`src/shared/ngrm_map.vh`:
```
// Register offsets, field positions and reset values of the identifier and ROM mapping bank.
`ifndef NGRM_MAP_VH
`define NGRM_MAP_VH
// ==========================================================================
// Register offsets (byte addresses)
`define NGRM_OFF_GUID_UPPER   12'h024
`define NGRM_OFF_GUID_LOWER   12'h028
`define NGRM_OFF_ROM_BASE     12'h034
`define NGRM_OFF_LOAD_CTRL    12'h044
// ==========================================================================
// Fields and reset values
`define NGRM_ROM_BASE_LSB     10
`define NGRM_ROM_OFS_W        10
`define NGRM_GUID_RESET       32'h00000000
`define NGRM_ROM_BASE_RESET   22'h000000
// Load control register: bit 0 commit (write), bit 0 locked (read), bit 1 eeprom present.
`define NGRM_CTRL_COMMIT_BIT  0
`define NGRM_CTRL_EEP_BIT     1
// 1394 address window of the configuration ROM, upper bits compared.
`define NGRM_ROM_WIN_HI       38'h3FFFFC0001
`endif

```
`src/core/ngrm_regs.v`:
```
// Node identifier registers, load lock and configuration ROM address mapping.
//
// Notes on behaviour
// - Hardware reset clears both identifier quadlets to zero.
// - Upper identifier register returns upper 32 bits of the node identifier.
// - With EEPROM present, identifier loads from EEPROM after host bus reset.
// - Without EEPROM, firmware loads identifier after host bus reset; accepted.
// - After load, identifier contents cannot change until the next host bus reset.
// - Lower register holds lower quadlet, same reset, load and lock.
// - Mapping bits 31-10 hold host base, software writable, reset cleared.
// - ROM quadlet reads 0400h-07FFh map to base plus offset low 10 bits.
// - Mapping bits 9-0 ignore writes and read zero.
`timescale 1ns/1ps
`include "ngrm_map.vh"

module ngrm_regs
(
    input  wire        mclk_in,
    input  wire        nrst_in,
    input  wire        host_bus_reset_in,
    input  wire        eeprom_present_in,
    input  wire        eeprom_load_in,
    input  wire [63:0] eeprom_guid_in,
    input  wire        psel_in,
    input  wire        penable_in,
    input  wire        pwrite_in,
    input  wire [11:0] paddr_in,
    input  wire [31:0] pwdata_in,
    input  wire        rom_rd_in,
    input  wire [47:0] rom_ofs_in,
    output reg  [31:0] prdata_out,
    output reg         pready_out,
    output reg         pslverr_out,
    output reg         rom_hit_out,
    output reg  [31:0] rom_host_addr_out,
    output reg         guid_locked_out
);

    // ======================================================================
    // State
    reg [31:0] node_guid_upper;
    reg [31:0] node_guid_lower;
    reg [21:0] rom_map_base;
    reg        locked;
    reg        eep_seen;

    wire acc    = psel_in & penable_in & ~pready_out;
    wire wr     = acc & pwrite_in;
    wire sw_ld  = wr & ~locked & ~eep_seen;
    wire commit = wr & (paddr_in == `NGRM_OFF_LOAD_CTRL) & pwdata_in[`NGRM_CTRL_COMMIT_BIT];
    wire mapped = (paddr_in == `NGRM_OFF_GUID_UPPER) | (paddr_in == `NGRM_OFF_GUID_LOWER) |
                  (paddr_in == `NGRM_OFF_ROM_BASE) | (paddr_in == `NGRM_OFF_LOAD_CTRL);

    // ======================================================================
    // Identifier load and lock
    // A host bus reset reopens the load window; the strap is sampled then, so
    // firmware loads are refused whenever an EEPROM will supply the value.
    always @(posedge mclk_in or negedge nrst_in)
    begin
        if (!nrst_in)
        begin
            node_guid_upper <= `NGRM_GUID_RESET;
            node_guid_lower <= `NGRM_GUID_RESET;
            locked          <= 1'b0;
            eep_seen        <= 1'b0;
        end
        else if (host_bus_reset_in)
        begin
            locked   <= 1'b0;
            eep_seen <= eeprom_present_in;
        end
        else if (!locked)
        begin
            if (eep_seen && eeprom_load_in)
            begin
                node_guid_upper <= eeprom_guid_in[63:32];
                node_guid_lower <= eeprom_guid_in[31:0];
                locked          <= 1'b1;
            end
            else if (sw_ld)
            begin
                if (paddr_in == `NGRM_OFF_GUID_UPPER)
                    node_guid_upper <= pwdata_in;
                if (paddr_in == `NGRM_OFF_GUID_LOWER)
                    node_guid_lower <= pwdata_in;
                if (commit)
                    locked <= 1'b1;
            end
        end
    end

    // ======================================================================
    // Mapping register
    always @(posedge mclk_in or negedge nrst_in)
    begin
        if (!nrst_in)
            rom_map_base <= `NGRM_ROM_BASE_RESET;
        else if (wr && paddr_in == `NGRM_OFF_ROM_BASE)
            rom_map_base <= pwdata_in[31:`NGRM_ROM_BASE_LSB];
    end

    // ======================================================================
    // ROM read translation, one cycle after the request
    always @(posedge mclk_in or negedge nrst_in)
    begin
        if (!nrst_in)
        begin
            rom_hit_out       <= 1'b0;
            rom_host_addr_out <= 32'h00000000;
        end
        else
        begin
            rom_hit_out <= rom_rd_in && (rom_ofs_in[47:10] == `NGRM_ROM_WIN_HI);
            rom_host_addr_out <= {rom_map_base, 10'h000} +
                                 {22'h000000, rom_ofs_in[`NGRM_ROM_OFS_W-1:0]};
        end
    end

    // ======================================================================
    // APB slave: one wait state, pready pulses in the second access cycle
    reg [31:0] next_rdata;
    always @*
    begin
        next_rdata = 32'h00000000;
        case (paddr_in)
            `NGRM_OFF_GUID_UPPER: next_rdata = node_guid_upper;
            `NGRM_OFF_GUID_LOWER: next_rdata = node_guid_lower;
            `NGRM_OFF_ROM_BASE:   next_rdata = {rom_map_base, 10'h000};
            `NGRM_OFF_LOAD_CTRL:  next_rdata = {30'h00000000, eep_seen, locked};
            default:              next_rdata = 32'h00000000;
        endcase
    end

    always @(posedge mclk_in or negedge nrst_in)
    begin
        if (!nrst_in)
        begin
            prdata_out      <= 32'h00000000;
            pready_out      <= 1'b0;
            pslverr_out     <= 1'b0;
            guid_locked_out <= 1'b0;
        end
        else
        begin
            pready_out      <= acc;
            pslverr_out     <= acc & ~mapped;
            prdata_out      <= (acc && !pwrite_in) ? next_rdata : 32'h00000000;
            guid_locked_out <= locked;
        end
    end

endmodule

```
`config.mk`:
```
export PLATFORM = sky130hd
export DESIGN_NAME = ngrm_regs
export DESIGN_NICKNAME = d
export VERILOG_FILES = /design/src/core/ngrm_regs.v
export VERILOG_INCLUDE_DIRS = /design/src /design/src/shared
export SDC_FILE = /design/constraint.sdc
export NUM_CORES = 1
export LEC_CHECK = 0
export BUFFER_PORTS_ARGS = -buffer_cell sky130_fd_sc_hd__buf_2
export CAP_MARGIN = 20
export CORE_ASPECT_RATIO = 1.4
export CORE_MARGIN = 3
export CORE_UTILIZATION = 25
export CTS_CLUSTER_SIZE = 10
export DETAILED_ROUTE_END_ITERATION = 6
export GPL_ROUTABILITY_DRIVEN = 0
export GPL_TIMING_DRIVEN = 0
export HOLD_SLACK_MARGIN = 0.15
export PLACE_DENSITY = 0.55
export SKIP_CTS_REPAIR_TIMING = 1
export SLEW_MARGIN = 5
export SYNTH_ARGS = -nofsm -noshare
export SYNTH_HDL_FRONTEND = slang
export SYNTH_SLANG_ARGS = --single-unit
export TNS_END_PERCENT = 10
```
`constraint.sdc`:
```
create_clock -name mclk_in -period 1.7 [get_ports mclk_in]
set_input_delay 0.51 -clock mclk_in [delete_from_list [all_inputs] [get_ports mclk_in]]
set_output_delay 0.51 -clock mclk_in [all_outputs]
set_load 0.05 [all_outputs]
```
==> impl_metrics.csv <==
group,metric,value,unit
routing,viasPerCell,5.08,
timing,final-max-slew-violation-count,0,
run,drv_cap,0,
final_layout,syn2layout_area_growth,43.9,%
synthesis,syn_inst,568,
synthesis,syn_nets,733,
setup_path,max_stage_delay,300,ps
timing,clock_skew,9.29,ps
final_layout,final_cell_mix,"buf_2, dfrtp_1, o22ai_1, nand2_1, and3_1",
grt,grt_max_degree,87,
final_layout,fin_nets,1004,
setup_path,criticalPathCategory,"in -> reg",
routing,drt-wirelength-per-cell,22.0,µm
timing,fin_crit_sh,1.02,
timing,holdWs,180,ps
cts,cts.root.buffer_cell,"clkbuf_16",
floorplan,dieArea,0.0287,mm²
grt,grt_pass1_wl,36700,µm
routing,drt_wl_total,25900,µm
floorplan,die_h,199,µm
timing,hold_violations,0,
synthesis,ys_seq_area_frac,0.586,
setup_path,cp_max_fo,10,
power_and_ir_drop,irDropWorstVdd,0.637,mV
worst_hold_path,hold_depth,1,
grt,grt_overflow,0,
setup_path,cp_top_family,"buffers and inverters",
timing,fmax,577,MHz
cts,clock_latency,430,ps
power_and_ir_drop,seqPwrFrac,0.468,
routing,drtAntennaViolNets,0,
power_and_ir_drop,p_int,6.79,mW
power_and_ir_drop,switchingPower,2.57,mW
timing,fin_crit,1730,ps
cts,clkTransAtPathRegs,70,ps
timing,worst_pin_slew,598,ps
grt,grt_pass1_vias,6261,
cts,cts_tree,"yes",
setup_path,cp_slowest_cell,"mux2_4",
synthesis,synthFlopType,"dfrtp_1",
power_and_ir_drop,powerDensity,977,mW/mm²
power_and_ir_drop,p_comb_frac,0.136,
routing,firstDrtPassIters,5,
timing,slew_headroom,0.601,
timing,setup_violations,24,
setup_path,required,2020,ps
timing,fin_setup_tns,-559,ps
setup_path,crit_chain,"buf_2, nor4_4, buf_4, and3_1, buf_4, nand3_4, buf_6, mux2_4",
grt,antenna_found_initial,0,
routing,drt_iter0_drc,390,
setup_path,cp-start-kind,"primary input",
floorplan,core_area,0.0262,mm²
cts,cts.sinks,156,
floorplan,row_count,70,
setup_path,regToRegSetupSlack,30,ps
routing,drc,0,
cts,cts_made_buffers,17,
power_and_ir_drop,swShare,0.275,
setup_path,crit_top_cell,"buf_4",
synthesis,ys_ff_latch,156,
power_and_ir_drop,clkPwrFrac,0.395,
final_layout,layout-drive-gt1-share,0.478,
routing,num_vias,5972,
final_layout,num_antenna_cells,0,
power_and_ir_drop,p_leak,4.65,nW
synthesis,synth_edf_count,0,
timing,grt_setup_unrepaired,"yes",
placement,dp_hpwl,18000,µm
timing,setup_slack,-32.8,ps
grt,grt_usage,0.172,
setup_path,cp.depth,8,
synthesis,async_flop_share,1.00,
final_layout,final_common_cell,"buf_2",
cts,htreeDepth,4,
setup_path,reg2regPathDepth,6,
setup_path,endpoint_kind,"flip-flop",
synthesis,ys.warnings.count,0,
setup_path,crit_buf_inv,4,
synthesis,syn-cell-area,0.00666,mm²
floorplan,start_util,0.254,
placement,portBuffers,232,
cts,clk_path_buf_depth,2,
outcome,status,"finished with violations",
floorplan,fp.dieW,144,µm
synthesis,avgSynthCellArea,11.7,µm²
floorplan,pin_count,233,
setup_path,critical_path_arrival,2050,ps
worst_hold_path,hold_class,"in -> reg",
synthesis,synth_cell_types,41,
outcome,violations,"negative setup slack",
==> cell type report <==
cell class / instances / area [µm²]
buffer: 52 / 450
timing repair buffer: 255 / 1430
fill: 2616 / 16600
clock buffer: 17 / 425
clock inverter: 15 / 141
inverter: 1 / 3.75
sequential: 156 / 3910
multi-input combinational: 356 / 2830
tap: 324 / 405
==> routing by layer <==
| layer | routed length (µm) | GRT usage | part of all wire | vias up |
|---|---|---|---|---|
| met5 | 0 | 0 | 0 | - |
| met3 | 1410 | 0.0378 | 0.055 | 39 |
| met4 | 800 | 0.0782 | 0.031 | 0 |
| met1 | 10500 | 0.210 | 0.41 | 2962 |
| li1 | - | - | - | 2722 |
| met2 | 13200 | 0.289 | 0.51 | 249 |
==> registers in the layout (all words and copies together), names as in the netlist <==
register           cells
eep_seen               1
guid_locked_out        1
locked                 1
node_guid_lower       32
node_guid_upper       32
prdata_out            32
pready_out             1
pslverr_out            1
rom_hit_out            1
rom_host_addr_out     32
rom_map_base          22
==> cell families (layout without fill, tap and decap cells) <==
logic type | Yosys count | count (layout) | share of synthesized area
buffers and inverters | 56 | 340 | 0.0389
AO/OA/AOI/OAI | 190 | 190 | 0.208
AND/OR/NAND/NOR | 143 | 143 | 0.118
multiplexers | 23 | 23 | 0.0501
flip-flops | 156 | 156 | 0.586
==> worst paths after layout <==
check                                      start               endpoint
worst max-delay path                 paddr_in[0]       rom_map_base[19]
worst min-delay path               rom_ofs_in[8]   rom_host_addr_out[8]
worst max register to register            locked    node_guid_upper[27]
worst min register to register  rom_map_base[15]  rom_host_addr_out[25]
max in group asynchronous                nrst_in     node_guid_lower[9]
min in group asynchronous                nrst_in         prdata_out[23]
==> worst register-to-register path: cells and delay by family (launching register included) <==
family | cells | cell delay [ps]
flops | 1 | 450
compound gates | 3 | 540
buf+inv | 2 | 330
simple gates | 1 | 300
==> synthesized netlist by cell type, types with 2 or more instances <==
cell / n / area, µm²
nor2b_1: 3 / 18.8
nor4_1: 3 / 18.8
mux2_4: 20 / 300
mux2_2: 3 / 33.8
buf_2: 21 / 105
a22o_1: 24 / 210
nor2_1: 35 / 131
a2bb2oi_1: 32 / 280
a32oi_1: 8 / 70.1
buf_1: 5 / 18.8
and3_1: 35 / 219
a31oi_1: 32 / 200
nand2_1: 40 / 150
o22ai_1: 64 / 400
a21oi_1: 2 / 10.0
a22oi_1: 24 / 180
nand4_1: 6 / 37.5
clkbuf_1: 25 / 93.8
buf_4: 2 / 15.0
dfrtp_1: 156 / 3900
and4_1: 2 / 17.5
nor3_1: 4 / 20.0
nor4b_1: 2 / 17.5
buf_6: 2 / 22.5
nand3_1: 2 / 10.0
==> stage by stage <==
step | total power, mW | instance area (µm²) | utilization | setup WS, ps | cells
finish | 9.37 | 9590 | 0.366 | -32.8 | 1176
global route | 9.76 | 9590 | 0.366 | -72.4 | 1176
CTS | 9.38 | 8830 | 0.337 | -691 | 1157
detailed placement | 5.63 | 8270 | 0.316 | -951 | 1125
global placement | 5.59 | 8230 | 0.314 | -2370 | 1124
floorplan | 5.05 | 6660 | - | -179 | 568
==> power groups by stage <==
stage	Clock, mW	Sequential (mW)	Combinational, mW
finish	3.70	4.39	1.28
global route	3.94	4.43	1.39
CTS	3.81	4.37	1.20
detailed placement	0	4.44	1.19
global placement	0	4.43	1.16
floorplan	0	4.43	0.620
No activity file was read; power rests on OpenSTA's default activity.
